$ cat src/hdl/compact_timer_pkg.sv
package compact_timer_pkg;

  // ------------------------------------------------------------
  // register byte offsets
  // ------------------------------------------------------------
  localparam logic [4:0] OFF_CONTROL0 = 5'h00;
  localparam logic [4:0] OFF_CONTROL1 = 5'h04;
  localparam logic [4:0] OFF_COUNT_LOW = 5'h08;
  localparam logic [4:0] OFF_COUNT_HIGH = 5'h0c;
  localparam logic [4:0] OFF_COMPARE_A_LOW = 5'h10;
  localparam logic [4:0] OFF_COMPARE_A_HIGH = 5'h14;
  localparam logic [4:0] OFF_PERIOD_COMPARE = 5'h18;
  localparam logic [4:0] OFF_IRQ_FLAGS = 5'h1c;

  // ------------------------------------------------------------
  // field positions and reset values
  // ------------------------------------------------------------
  localparam int FLAG_A_POS = 0;
  localparam int FLAG_P_POS = 1;
  localparam logic [7:0] CONTROL0_RESET = 8'h00;
  localparam logic [7:0] CONTROL1_RESET = 8'h00;
  localparam logic [7:0] PERIOD_RESET = 8'h00;
  localparam logic [15:0] COMPARE_A_RESET = 16'h0000;

  // ------------------------------------------------------------
  // clock select codes and prescaler masks
  // ------------------------------------------------------------
  localparam logic [2:0] CLK_HS_DIV4 = 3'h0;
  localparam logic [2:0] CLK_HS = 3'h1;
  localparam logic [2:0] CLK_HS_DIV16 = 3'h2;
  localparam logic [2:0] CLK_HS_DIV64 = 3'h3;
  localparam logic [2:0] CLK_SUB_A = 3'h4;
  localparam logic [2:0] CLK_SUB_B = 3'h5;
  localparam logic [2:0] CLK_EXT_RISE = 3'h6;
  localparam logic [2:0] CLK_EXT_FALL = 3'h7;
  localparam logic [5:0] DIV4_MASK = 6'h03;
  localparam logic [5:0] DIV16_MASK = 6'h0f;
  localparam logic [5:0] DIV64_MASK = 6'h3f;

  // ------------------------------------------------------------
  // mode and pin action codes, bus responses
  // ------------------------------------------------------------
  typedef enum logic [1:0] {
    MODE_COMPARE = 2'h0,
    MODE_UNDEF = 2'h1,
    MODE_PWM = 2'h2,
    MODE_TIMER = 2'h3
  } mode_t;
  localparam logic [1:0] ACT_NONE = 2'h0;
  localparam logic [1:0] ACT_LOW = 2'h1;
  localparam logic [1:0] ACT_HIGH = 2'h2;
  localparam logic [1:0] ACT_TOGGLE = 2'h3;
  localparam logic [1:0] RESP_OKAY = 2'h0;
  localparam logic [1:0] RESP_SLVERR = 2'h2;

  typedef struct packed {
    logic count_hold;
    logic [2:0] count_clock_select;
    logic timer_run;
    logic [2:0] period_compare_bits;
  } control0_t;

  typedef struct packed {
    mode_t operating_mode_select;
    logic [1:0] pin_action_select;
    logic output_start_level;
    logic output_invert;
    logic period_duty_swap;
    logic clear_source_select;
  } control1_t;

endpackage

$ cat src/hdl/compact_timer_unit.sv
`timescale 1ns/100ps
`default_nettype none

// Notes on behaviour
// - count-up counter, 10 or 16 bits wide, from a selectable clock source.
// - clock select: hs/4, hs, hs/16, hs/64, sub, sub, pin rise, pin fall.
// - hold bit freezes the counter; clearing it resumes from the kept value.
// - run rising clears counter and starts; run falling stops and keeps value.
// - run rising returns the output pin to its start level in compare output mode.
// - counter clears on overflow or selected comparator match; only a match raises a flag.
// - 10-bit: three period bits match counter bits 9..7; zero means 1024.
// - period value zero gives no period match; counter runs to overflow.
// - compare-A is counter width and compared with every counter bit.
// - mode field: 00 compare output, 10 pwm, 11 timer, 01 undefined.
// - timer mode drives the pin low and ignores pin action.
// - compare mode A match: keep, drive low, drive high or toggle pin.
// - pwm pin action: inactive, active, waveform; code 11 undefined.
// - second output pin always carries the inverse of the primary pin.
// - match output may lag one counter clock after start or value change.
// - counter readable and compare-A writable as low and high byte pairs.
// - 16-bit: period byte matches counter bits 15..8; zero means 65536.
// - outside pwm, clear select high clears on A match, low on period match or overflow.
// - start level sets compare-mode idle level and pwm active level.
// - invert bit inverts the primary pin except in timer mode.
module compact_timer_unit #(
  parameter int CNT_W = 16
) (
  input wire logic i_sys_clk,
  input wire logic i_resetn,
  input wire logic i_sub_clock,
  input wire logic i_external_count_clock_pin,
  input wire logic [4:0] i_awaddr,
  input wire logic i_awvalid,
  output logic o_awready,
  input wire logic [31:0] i_wdata,
  input wire logic [3:0] i_wstrb,
  input wire logic i_wvalid,
  output logic o_wready,
  output logic [1:0] o_bresp,
  output logic o_bvalid,
  input wire logic i_bready,
  input wire logic [4:0] i_araddr,
  input wire logic i_arvalid,
  output logic o_arready,
  output logic [31:0] o_rdata,
  output logic [1:0] o_rresp,
  output logic o_rvalid,
  input wire logic i_rready,
  output logic o_timer_output_pin,
  output logic o_timer_output_pin_inverted,
  output logic [1:0] o_irq_flags
);

  localparam int PW = (CNT_W == 10) ? 3 : 8;
  localparam int LW = CNT_W - PW;
  localparam int HW = CNT_W - 8;

  if (CNT_W != 10 && CNT_W != 16) begin : g_bad_width
    $error("compact_timer_unit supports CNT_W of 10 or 16 only");
  end

  // ------------------------------------------------------------
  // registers
  // ------------------------------------------------------------
  compact_timer_pkg::control0_t ctl0;
  compact_timer_pkg::control1_t ctl1;
  logic [7:0] period_byte;
  logic [CNT_W-1:0] compare_a;
  logic [CNT_W-1:0] count;
  logic [7:0] cmpa_buf;
  logic [7:0] cnt_buf;
  logic flag_a;
  logic flag_p;
  logic run_q;
  logic [5:0] prescale;
  logic sub_q;
  logic ext_q;
  logic out_raw;

  // ------------------------------------------------------------
  // bus write channel
  // ------------------------------------------------------------
  logic aw_full, w_full;
  logic [4:0] awaddr_q;
  logic [7:0] wdata_q;
  logic wstrb0_q;
  logic aw_take, w_take, do_write;
  logic next_aw_full, next_w_full, next_bvalid;
  logic wr_hit;

  assign aw_take = i_awvalid & o_awready;
  assign w_take = i_wvalid & o_wready;
  assign do_write = aw_full & w_full & ~o_bvalid;
  assign next_aw_full = (aw_full | aw_take) & ~do_write;
  assign next_w_full = (w_full | w_take) & ~do_write;
  assign next_bvalid = (o_bvalid & ~i_bready) | do_write;
  assign wr_hit = do_write & wstrb0_q;

  logic wr_ok;
  always_comb begin
    case (awaddr_q)
      compact_timer_pkg::OFF_CONTROL0,
      compact_timer_pkg::OFF_CONTROL1,
      compact_timer_pkg::OFF_COUNT_LOW,
      compact_timer_pkg::OFF_COUNT_HIGH,
      compact_timer_pkg::OFF_COMPARE_A_LOW,
      compact_timer_pkg::OFF_COMPARE_A_HIGH,
      compact_timer_pkg::OFF_IRQ_FLAGS: wr_ok = 1'b1;
      compact_timer_pkg::OFF_PERIOD_COMPARE: wr_ok = (CNT_W == 16);
      default: wr_ok = 1'b0;
    endcase
  end

  always_ff @(posedge i_sys_clk or negedge i_resetn) begin
    if (!i_resetn) begin
      aw_full <= 1'b0;
      w_full <= 1'b0;
      awaddr_q <= 5'h00;
      wdata_q <= 8'h00;
      wstrb0_q <= 1'b0;
      o_awready <= 1'b0;
      o_wready <= 1'b0;
      o_bvalid <= 1'b0;
      o_bresp <= compact_timer_pkg::RESP_OKAY;
    end else begin
      aw_full <= next_aw_full;
      w_full <= next_w_full;
      o_bvalid <= next_bvalid;
      o_awready <= ~next_aw_full & ~next_bvalid;
      o_wready <= ~next_w_full & ~next_bvalid;
      if (aw_take) begin
        awaddr_q <= {i_awaddr[4:2], 2'b00};
      end
      if (w_take) begin
        wdata_q <= i_wdata[7:0];
        wstrb0_q <= i_wstrb[0];
      end
      if (do_write) begin
        o_bresp <= wr_ok ? compact_timer_pkg::RESP_OKAY
                         : compact_timer_pkg::RESP_SLVERR;
      end
    end
  end

  logic wr_c0, wr_c1, wr_al, wr_ah, wr_rp, wr_fl;
  assign wr_c0 = wr_hit & (awaddr_q == compact_timer_pkg::OFF_CONTROL0);
  assign wr_c1 = wr_hit & (awaddr_q == compact_timer_pkg::OFF_CONTROL1);
  assign wr_al = wr_hit & (awaddr_q == compact_timer_pkg::OFF_COMPARE_A_LOW);
  assign wr_ah = wr_hit & (awaddr_q == compact_timer_pkg::OFF_COMPARE_A_HIGH);
  assign wr_rp = wr_hit & (awaddr_q == compact_timer_pkg::OFF_PERIOD_COMPARE)
               & (CNT_W == 16);
  assign wr_fl = wr_hit & (awaddr_q == compact_timer_pkg::OFF_IRQ_FLAGS);

  // ------------------------------------------------------------
  // bus read channel
  // ------------------------------------------------------------
  logic ar_take, next_rvalid;
  logic [4:0] rd_addr;
  logic [7:0] rd_byte;
  logic rd_ok;

  assign ar_take = i_arvalid & o_arready;
  assign next_rvalid = ar_take | (o_rvalid & ~i_rready);
  assign rd_addr = {i_araddr[4:2], 2'b00};

  always_comb begin
    rd_byte = 8'h00;
    rd_ok = 1'b1;
    case (rd_addr)
      compact_timer_pkg::OFF_CONTROL0: begin
        rd_byte = ctl0;
        if (CNT_W == 16) begin
          rd_byte[2:0] = 3'h0;
        end
      end
      compact_timer_pkg::OFF_CONTROL1: rd_byte = ctl1;
      compact_timer_pkg::OFF_COUNT_LOW: rd_byte = cnt_buf;
      compact_timer_pkg::OFF_COUNT_HIGH:
        rd_byte[HW-1:0] = count[CNT_W-1:8];
      compact_timer_pkg::OFF_COMPARE_A_LOW: rd_byte = cmpa_buf;
      compact_timer_pkg::OFF_COMPARE_A_HIGH:
        rd_byte[HW-1:0] = compare_a[CNT_W-1:8];
      compact_timer_pkg::OFF_PERIOD_COMPARE: begin
        rd_byte = (CNT_W == 16) ? period_byte : 8'h00;
        rd_ok = (CNT_W == 16);
      end
      compact_timer_pkg::OFF_IRQ_FLAGS: rd_byte = {6'h00, flag_p, flag_a};
      default: rd_ok = 1'b0;
    endcase
  end

  always_ff @(posedge i_sys_clk or negedge i_resetn) begin
    if (!i_resetn) begin
      o_rvalid <= 1'b0;
      o_arready <= 1'b0;
      o_rdata <= 32'h0000_0000;
      o_rresp <= compact_timer_pkg::RESP_OKAY;
    end else begin
      o_rvalid <= next_rvalid;
      o_arready <= ~next_rvalid;
      if (ar_take) begin
        o_rdata <= {24'h000000, rd_byte};
        o_rresp <= rd_ok ? compact_timer_pkg::RESP_OKAY
                         : compact_timer_pkg::RESP_SLVERR;
      end
    end
  end

  logic rd_dh, rd_ah;
  assign rd_dh = ar_take & (rd_addr == compact_timer_pkg::OFF_COUNT_HIGH);
  assign rd_ah = ar_take & (rd_addr == compact_timer_pkg::OFF_COMPARE_A_HIGH);

  // ------------------------------------------------------------
  // control registers and byte buffers
  // ------------------------------------------------------------
  always_ff @(posedge i_sys_clk or negedge i_resetn) begin
    if (!i_resetn) begin
      ctl0 <= compact_timer_pkg::CONTROL0_RESET;
      ctl1 <= compact_timer_pkg::CONTROL1_RESET;
      period_byte <= compact_timer_pkg::PERIOD_RESET;
      compare_a <= compact_timer_pkg::COMPARE_A_RESET[CNT_W-1:0];
      cmpa_buf <= 8'h00;
      cnt_buf <= 8'h00;
    end else begin
      if (wr_c0) begin
        ctl0 <= wdata_q;
      end
      if (wr_c1) begin
        ctl1 <= wdata_q;
      end
      if (wr_rp) begin
        period_byte <= wdata_q;
      end
      if (wr_al) begin
        cmpa_buf <= wdata_q;
      end else if (wr_ah) begin
        compare_a <= {wdata_q[HW-1:0], cmpa_buf};
      end else if (rd_ah) begin
        cmpa_buf <= compare_a[7:0];
      end
      if (rd_dh) begin
        cnt_buf <= count[7:0];
      end
    end
  end

  // ------------------------------------------------------------
  // counter clock selection
  // ------------------------------------------------------------
  logic tick_src;
  always_comb begin
    case (ctl0.count_clock_select)
      compact_timer_pkg::CLK_HS_DIV4:
        tick_src = (prescale[1:0] == compact_timer_pkg::DIV4_MASK[1:0]);
      compact_timer_pkg::CLK_HS: tick_src = 1'b1;
      compact_timer_pkg::CLK_HS_DIV16:
        tick_src = (prescale[3:0] == compact_timer_pkg::DIV16_MASK[3:0]);
      compact_timer_pkg::CLK_HS_DIV64:
        tick_src = (prescale == compact_timer_pkg::DIV64_MASK);
      compact_timer_pkg::CLK_SUB_A,
      compact_timer_pkg::CLK_SUB_B: tick_src = i_sub_clock & ~sub_q;
      compact_timer_pkg::CLK_EXT_RISE:
        tick_src = i_external_count_clock_pin & ~ext_q;
      compact_timer_pkg::CLK_EXT_FALL:
        tick_src = ~i_external_count_clock_pin & ext_q;
      default: tick_src = 1'b0;
    endcase
  end

  always_ff @(posedge i_sys_clk or negedge i_resetn) begin
    if (!i_resetn) begin
      prescale <= 6'h00;
      sub_q <= 1'b0;
      ext_q <= 1'b0;
    end else begin
      prescale <= prescale + 6'h01;
      sub_q <= i_sub_clock;
      ext_q <= i_external_count_clock_pin;
    end
  end

  // ------------------------------------------------------------
  // counter and comparators
  // ------------------------------------------------------------
  logic [PW-1:0] period_val;
  logic [CNT_W-1:0] count_inc;
  logic run_rise, tick, a_hit, p_hit, clear_now, is_pwm;

  assign period_val = (CNT_W == 10) ? PW'(ctl0.period_compare_bits)
                                    : PW'(period_byte);
  assign is_pwm = (ctl1.operating_mode_select == compact_timer_pkg::MODE_PWM);
  assign run_rise = ctl0.timer_run & ~run_q;
  assign tick = tick_src & ctl0.timer_run & ~ctl0.count_hold
              & ~run_rise;
  assign count_inc = count + CNT_W'(1);
  assign a_hit = (compare_a != '0) & (count_inc == compare_a);
  // period match when the top bits reach the code; zero never matches
  assign p_hit = (period_val != '0)
               & (count_inc[CNT_W-1 -: PW] == period_val)
               & (count_inc[LW-1:0] == '0);
  assign clear_now = is_pwm ? (ctl1.period_duty_swap ? a_hit : p_hit)
                   : (ctl1.clear_source_select ? a_hit : p_hit);

  always_ff @(posedge i_sys_clk or negedge i_resetn) begin
    if (!i_resetn) begin
      run_q <= 1'b0;
      count <= '0;
    end else begin
      run_q <= ctl0.timer_run;
      if (run_rise) begin
        count <= '0;
      end else if (tick) begin
        // overflow wraps to zero by itself
        count <= clear_now ? '0 : count_inc;
      end
    end
  end

  // ------------------------------------------------------------
  // interrupt request flags
  // ------------------------------------------------------------
  logic set_a, set_p;
  assign set_a = tick & a_hit;
  assign set_p = tick & p_hit & ~(ctl1.clear_source_select & ~is_pwm);

  always_ff @(posedge i_sys_clk or negedge i_resetn) begin
    if (!i_resetn) begin
      flag_a <= 1'b0;
      flag_p <= 1'b0;
      o_irq_flags <= 2'h0;
    end else begin
      // a new match wins over a write-one clear in the same cycle
      flag_a <= set_a | (flag_a & ~(wr_fl
              & wdata_q[compact_timer_pkg::FLAG_A_POS]));
      flag_p <= set_p | (flag_p & ~(wr_fl
              & wdata_q[compact_timer_pkg::FLAG_P_POS]));
      o_irq_flags <= {set_p | flag_p, set_a | flag_a};
    end
  end

  // ------------------------------------------------------------
  // output pin logic
  // ------------------------------------------------------------
  logic pwm_on, pwm_level, pin_level;
  assign pwm_on = ctl1.period_duty_swap
                ? (count[CNT_W-1 -: PW] < period_val)
                : (count < compare_a);
  always_comb begin
    case (ctl1.pin_action_select)
      compact_timer_pkg::ACT_LOW: pwm_level = ctl1.output_start_level;
      compact_timer_pkg::ACT_HIGH:
        pwm_level = pwm_on ? ctl1.output_start_level
                           : ~ctl1.output_start_level;
      default: pwm_level = ~ctl1.output_start_level;
    endcase
  end

  always_ff @(posedge i_sys_clk or negedge i_resetn) begin
    if (!i_resetn) begin
      out_raw <= 1'b0;
    end else if (run_rise) begin
      out_raw <= ctl1.output_start_level;
    end else if (ctl1.operating_mode_select == compact_timer_pkg::MODE_COMPARE
                 && set_a) begin
      case (ctl1.pin_action_select)
        compact_timer_pkg::ACT_LOW: out_raw <= 1'b0;
        compact_timer_pkg::ACT_HIGH: out_raw <= 1'b1;
        compact_timer_pkg::ACT_TOGGLE: out_raw <= ~out_raw;
        default: out_raw <= out_raw;
      endcase
    end
  end

  always_comb begin
    case (ctl1.operating_mode_select)
      compact_timer_pkg::MODE_COMPARE: pin_level = out_raw;
      compact_timer_pkg::MODE_PWM: pin_level = pwm_level;
      default: pin_level = 1'b0;
    endcase
  end

  // invert has no effect in timer mode
  logic pin_flip;
  assign pin_flip = ctl1.output_invert
    & (ctl1.operating_mode_select != compact_timer_pkg::MODE_TIMER);

  always_ff @(posedge i_sys_clk or negedge i_resetn) begin
    if (!i_resetn) begin
      o_timer_output_pin <= 1'b0;
      o_timer_output_pin_inverted <= 1'b1;
    end else begin
      o_timer_output_pin <= pin_level ^ pin_flip;
      o_timer_output_pin_inverted <= ~(pin_level ^ pin_flip);
    end
  end
endmodule

`default_nettype wire

$ cat config.mk
export PLATFORM = sky130hd
export DESIGN_NAME = compact_timer_unit
export DESIGN_NICKNAME = d
export VERILOG_FILES = /design/src/hdl/compact_timer_pkg.sv /design/src/hdl/compact_timer_unit.sv
export SDC_FILE = /design/constraint.sdc
export NUM_CORES = 1
export LEC_CHECK = 0
export ABC_AREA = 1
export BUFFER_PORTS_ARGS = -buffer_cell sky130_fd_sc_hd__buf_2
export CAP_MARGIN = 5
export CORE_ASPECT_RATIO = 1.5
export CORE_MARGIN = 10
export CORE_UTILIZATION = 35
export CTS_CLUSTER_DIAMETER = 120
export DETAILED_ROUTE_END_ITERATION = 8
export GPL_ROUTABILITY_DRIVEN = 0
export GPL_TIMING_DRIVEN = 0
export PLACE_DENSITY = 0.5
export SETUP_SLACK_MARGIN = 0.3
export SYNTH_ARGS = -nofsm -noshare
export SYNTH_HDL_FRONTEND = slang
export SYNTH_SLANG_ARGS = --single-unit
$ cat constraint.sdc
create_clock -name i_sys_clk -period 5.4 [get_ports i_sys_clk]
set_input_delay 0 -clock i_sys_clk [delete_from_list [all_inputs] [get_ports i_sys_clk]]
set_output_delay 0 -clock i_sys_clk [all_outputs]
set_load 0.1 [all_outputs]
; ---- Word level (Yosys, flattened, before mapping)
; Memory sizes are Yosys's and may differ from the RTL's.
; Cells that the tools add are included.
[classes]
addsub = 2
magnitude_cmp = 2
eq_ne = 30
n_mux = 21
bitwise_logic = 70
n_reduce_logical = 17
[ops]
columns = op, n
row1 = $pmux W8 S8, 1
row2 = $mux W16, 3
row3 = $and A1 B1 Y1, 39
row4 = $eq A3 B3 Y1 const B, 12
row5 = $mux W8, 3
row6 = $not A1 Y1, 22
row7 = $add A16 B1 Y16 const B, 1
row8 = $eq A16 B16 Y1, 1
row9 = $lt A16 B16 Y1, 1
row10 = $reduce_bool A16 Y1, 1
row11 = $eq A3 B2 Y1 const B, 4
row12 = $logic_not A5 Y1, 2
row13 = $eq A3 B1 Y1 const B, 3
row14 = $eq A2 B2 Y1 const B, 4
row15 = $eq A8 B8 Y1, 1
row16 = $logic_not A8 Y1, 1
row17 = $lt A8 B8 Y1, 1
row18 = $mux W1, 8
row19 = $or A1 B1 Y1, 8
row20 = $reduce_bool A8 Y1, 1
row21 = $reduce_or A8 Y1, 1
row22 = $pmux W1 S7, 1
row23 = $add A6 B1 Y6 const B, 1
row24 = $eq A6 B6 Y1 const B, 1
row25 = other kinds (14), 21
[totals]
regBits = 116
rom_bits = 32
inputBits = 55
output_inout_bits = 45
n_memories = 1
[memory_table]
columns = name, words, width, read_ports, rd_clocked_by_memory_dff, wr, line_no
row1 = (no name shown), 32, 1, 1, 0, 0, compact_timer_unit.sv:101  ; case (awaddr_q)

; ---- Depth between registers and ports, before layout
[depth]
depth_word = 10
mapped_depth = 18
mapped_depth_nobuf = 17

; ---- Least setup slack after synthesis
; No wires, ideal clock.
[synth_path]
kind = flip-flop to flip-flop
from = register o_bvalid
to = register cmpa_buf[5]
arrival_time_ns = 2.190
slack_ns = 3.127
path_stages_with_launch = 11
n_path_buf = 1
path_cell_list = dfrtp_1 > inv_1 > nand4_1 > inv_1 > nand2_1 > nor3_2 > a21oi_1 > a21oi_2 > buf_2 > o211ai_1 > o21ai_0
[synth_between]
elab_chain_len = 6
word_cells_on_any_way = 9
[synth_rtl]
columns = element, line_no
row1 = start: declaration, compact_timer_unit.sv:40  ; output logic o_bvalid,
row2 = start signal: assignment, compact_timer_unit.sv:128  ; o_bvalid <= next_bvalid;
row3 = $not A1 Y1 *, compact_timer_unit.sv:93  ; assign do_write = aw_full & w_full & ~o_bvalid;
row4 = $and A1 B1 Y1 *, compact_timer_unit.sv:93
row5 = $and A1 B1 Y1 *, compact_timer_unit.sv:97  ; assign wr_hit = do_write & wstrb0_q;
row6 = "$and A1 B1 Y1, on equally long branches", "compact_timer_unit.sv:148, compact_timer_unit.sv:149"
row7 = $ne A2 B2 Y1 (no source line) / $reduce_bool A2 Y1 (equally long branches), -
row8 = $reduce_and A2 Y1 (no source line), -
row9 = end signal: assignment, compact_timer_unit.sv:235  ; cmpa_buf <= wdata_q;
row10 = end signal: assignment, compact_timer_unit.sv:239  ; cmpa_buf <= compare_a[7:0];
row11 = end: declaration, compact_timer_unit.sv:70  ; logic [7:0] cmpa_buf;
; Mark *: on every way between the ends. The rest lies on a longest branch, timed or not.
; A chain may end at the register's enable or synchronous reset.

; ---- Final worst setup path
[layout_path]
from = register count[1]
to = register count[10]
[layout_between]
elab_chain_len = 9
word_cells_on_any_way = 13
[layout_rtl]
columns = element, line_no
row1 = start: declaration, compact_timer_unit.sv:69  ; logic [CNT_W-1:0] count;
row2 = start signal: assignment, compact_timer_unit.sv:314  ; count <= clear_now ? '0 : count_inc;
row3 = $add A16 B1 Y16 *, compact_timer_unit.sv:295  ; assign count_inc = count + CNT_W'(1);
row4 = $eq A8 B8 Y1, compact_timer_unit.sv:299  ; & (count_inc[CNT_W-1 -: PW] == period_val)
row5 = $and A1 B1 Y1, compact_timer_unit.sv:299
row6 = $and A1 B1 Y1, compact_timer_unit.sv:300  ; & (count_inc[LW-1:0] == '0);
row7 = "$mux W1, on equally long branches", "compact_timer_unit.sv:302, compact_timer_unit.sv:301"
row8 = $mux W1, compact_timer_unit.sv:301  ; assign clear_now = is_pwm ? (ctl1.period_duty_swap ? a_hit : p_hit)
row9 = $mux W16 *, compact_timer_unit.sv:314
row10 = $mux W16 *, compact_timer_unit.sv:312  ; end else if (tick) begin
row11 = $mux W16 *, compact_timer_unit.sv:310  ; if (run_rise) begin
; Mark *: on every way between the ends. The rest lies on a longest branch, timed or not. The select of a mux whose other input is x is not followed.

==> out/qor.yml <==
netlist_area_mm2: 0.00661
max_stage_delay_ns: 0.45
syn_to_final_growth_pct: 22.1
core_mm2: 0.0185
grt_pass1_wl_mm: 35.2
crit_fanout: 10
fin_cells: 1259
grt_use_met3_pct: 3.57
die_w_um: 132
n_antenna_cell: 0
max_freq_mhz: 370
timing.rr.start: "count[1]$_DFFE_PN0P_"
grt_use_met1_pct: 18.8
post_cts_resized: 0
synth_cell_types: 42
r2r_end: "count[10]$_DFFE_PN0P_"
cts-root-buf: "clkbuf_16"
synthTopCellsByArea: "dfrtp_1 42%, nand2_1 14%, inv_1 6.3%"
dp_cells: 1206
overflow: 0
hold_path_class: "input pin to flip-flop"
cp_top_family: "simple AND/OR/NAND/NOR gates"
clock_skew_ns: 0.0130
hold_start: "i_wvalid"
p_leak_nw: 3.85
synth_seq_cells: 113
worstPathRequired_ns: 5.71
syn_area_per_cell_um2: 7.46
slew_viol_final: 0
ios: 100
layout-drive-gt1-share_pct: 11.4
yosys_warnings: 0
drc: 0
die_area_mm2: 0.0249
start_util_pct: 35.6
yosysTopAreaCell: "dfrtp_1"
cts_setup_buffers: 0
setup_tns_ns: 0
cts-buffers-inserted: 17
ys_seq_area_share_pct: 42.8
cpMostUsedCell: "nand2_1"
synth_edf_count: 0
irDropWorstVdd_mv: 0.384
rrSetupSlack_ns: 2.70
final_antenna_net_count: 0
num_rows: 61
dr.pass1.iters: 5
ys.flop_type: "dfrtp_1"
htreeDepth: 4
reg2reg_depth: 15
clockBufferDepth: 2
grt_max_degree: 78
place_hpwl_mm: 17.0
vias: 6166
grt_util_met2_pct: 32.5
crit_buf_inv: 1
hold_end: "wdata_q[7]$_DFFE_PN0P_"
io_buffers: 41
power_density_mw_per_mm2: 483
end_kind: "flip-flop"
wirelength_mm: 21.9
cp.arrival_ns: 3.01
hold_viol_final: 0
synth_top_area_share_pct: 42.4
status: "finished, final reports clean"
initialDrtViolationCount: 385
synth_cells: 886
grt_antenna_before_repair: 0
cp-start-kind: "flip-flop"
track_usage_pct: 18.0
final_util_pct: 43.5
rsz0062_at_grt: "no"
nets: 1078
worst_pin_slew_ns: 1.20
crit_chain: "ha_1 > nand2_1 > nor2_2 > nand2_1 > nand2_1 > nand3_1 > nor2_1 > nand2_1 > nor2_1 > nand4_1 > nand2_1 > nand2_4 > buf_6 > nand2_1 > nand2_1"
grt_pass1_vias: 6285
max_slew_margin_pct: 17.8
clk_pin_slew_ns: 0.06
hold-path-cell-count: 5
clkLatencyLatePin_ns: 0.43
vias_per_cell: 4.90
cts.sinks: 113
num-fill-cells: 1915
synth-async-reset-ratio_pct: 100
busiest_layer: "met2"
die_y_um: 188
maxCapViolations: 0
slowest_stage: "dfrtp_1"
wire_per_inst_um: 17.4
min_period_ns: 2.70
min_period_over_period_pct: 50.0
cts_tree: "built"
path_class: "flip-flop to flip-flop"
setup_viol_count_final: 0
[state kept, by name (all words and copies together) (netlist names), 2 cells and up]
| name | cells |
|---|---|
| compare_a | 16 |
| count | 16 |
| cnt_buf | 8 |
| awaddr_q | 3 |
| prescale | 6 |
| cmpa_buf | 8 |
| o_rdata | 8 |
| wdata_q | 8 |
| o_irq_flags | 2 |
| ctl0 | 5 |
| period_byte | 8 |
| ctl1 | 8 |
[report_power, final]
part	internal (W)	leakage [nW]	switching, W
Combinational	0.000390	2.11	0.00112
Clock	0.000701	0.274	0.000433
Sequential	0.00107	1.46	0.000187
[worst max-delay path by stage]
stage                                startpoint                      end  cells after the start  slack (ns)
after floorplan              o_bvalid$_DFF_PN0_  cmpa_buf[5]$_DFFE_PN0P_                     10        3.13
after global placement     count[1]$_DFFE_PN0P_    count[12]$_DFFE_PN0P_                     15        2.71
after detailed placement   count[1]$_DFFE_PN0P_    count[15]$_DFFE_PN0P_                     15        2.72
after CTS                  count[1]$_DFFE_PN0P_    count[15]$_DFFE_PN0P_                     15        2.71
after global routing      prescale[0]$_DFF_PN0_     count[9]$_DFFE_PN0P_                     10        2.38
final                      count[1]$_DFFE_PN0P_    count[10]$_DFFE_PN0P_                     15        2.70
[logic make-up after synthesis]
logic type               synth area share [%]
AND/OR/NAND/NOR                          27.1
AO/OA/AOI/OAI                            13.0
other                                  0.0567
adder cells (fa/ha/maj)                  5.30
flip-flops                               42.8
buffers and inverters                    10.4
XOR/XNOR                                 1.27
[worst reg2reg max path: stages, from the launching register on]
cell and delay [ns]:
dfrtp_1 0.45, ha_1 0.23, nand2_1 0.15, nor2_2 0.27, nand2_1 0.10, nand2_1 0.14
nand3_1 0.09, nor2_1 0.10, nand2_1 0.07, nor2_1 0.18, nand4_1 0.24, nand2_1 0.18
nand2_4 0.11, buf_6 0.16, nand2_1 0.06, nand2_1 0.05
[metal layers]
metal  wire, um  share of wire, %
met1       8530                39
met2      11300                52
met3        922               4.2
met4       1150               5.2
met5          0                 0
[placed cells by master, fill, tap and decap left out, types with 3 or more instances in the layout]
cell type,synthesis,final
nand2_1,248,248
nand4_1,16,16
clkbuf_16,0,17
conb_1,1,27
nand3_1,62,62
nand2_2,3,3
inv_1,111,111
nor4_1,3,3
o211ai_1,8,8
nor3_1,11,11
a21oi_1,28,28
dlygate4sd3_1,0,22
nor2_1,78,78
o21ai_0,81,81
clkbuf_1,11,11
xor2_1,7,7
o22ai_1,16,16
dfrtp_1,112,112
buf_2,2,42
buf_4,27,27
ha_1,28,28
a221oi_1,5,5
clkinvlp_4,0,5
[repair_timing]
item / 4_1_cts / 5_1_grt
endpoints found under the setup margin: 0 / 0
hold endpoints to repair: 131 / 0
hold buffers: 22 / 0
[synthesized netlist by cell type, types with 2 or more instances]
cell type / n
o21ai_0: 81
nor2_1: 78
a211oi_1: 2
nand2_2: 3
xor2_1: 7
a31oi_1: 2
nand3_1: 62
inv_1: 111
nand2_1: 248
o21ai_1: 2
ha_1: 28
nand3b_1: 2
o211ai_1: 8
nor4_1: 3
dfrtp_1: 112
o22ai_1: 16
nor3_1: 11
buf_4: 27
clkbuf_1: 11
o21bai_1: 2
a221oi_1: 5
a21oi_1: 28
buf_2: 2
nand4_1: 16
nor2_2: 2
[metrics by stage]
step | setup slack, ns | area, um^2 | hold WS [ns] | power (W)
6_report | 2.70 | 8070 | 0.0131 | 0.00390
5_1_grt | 2.38 | 8070 | 0.0798 | 0.00413
4_1_cts | 2.71 | 8070 | 0.0177 | 0.00392
3_5_place_dp | 2.72 | 7260 | -0.0641 | 0.00275
3_3_place_gp | 2.71 | 7230 | 0.128 | 0.00274
2_1_floorplan | 3.13 | 6710 | -0.296 | 0.00229
[layout make-up]
cell class              count  area, um^2  share of cell area [%]
plain buffers              41         265                    3.29
clock buffers              19         453                    5.61
clock inverters            12         134                    1.66
inverters                 113         424                    5.26
multi-input cells         645        3190                    39.5
flip-flops and latches    113        2830                    35.1
well taps                 252         315                    3.91
repair buffers             64         459                    5.69
Power figures use the tool's default switching activity.
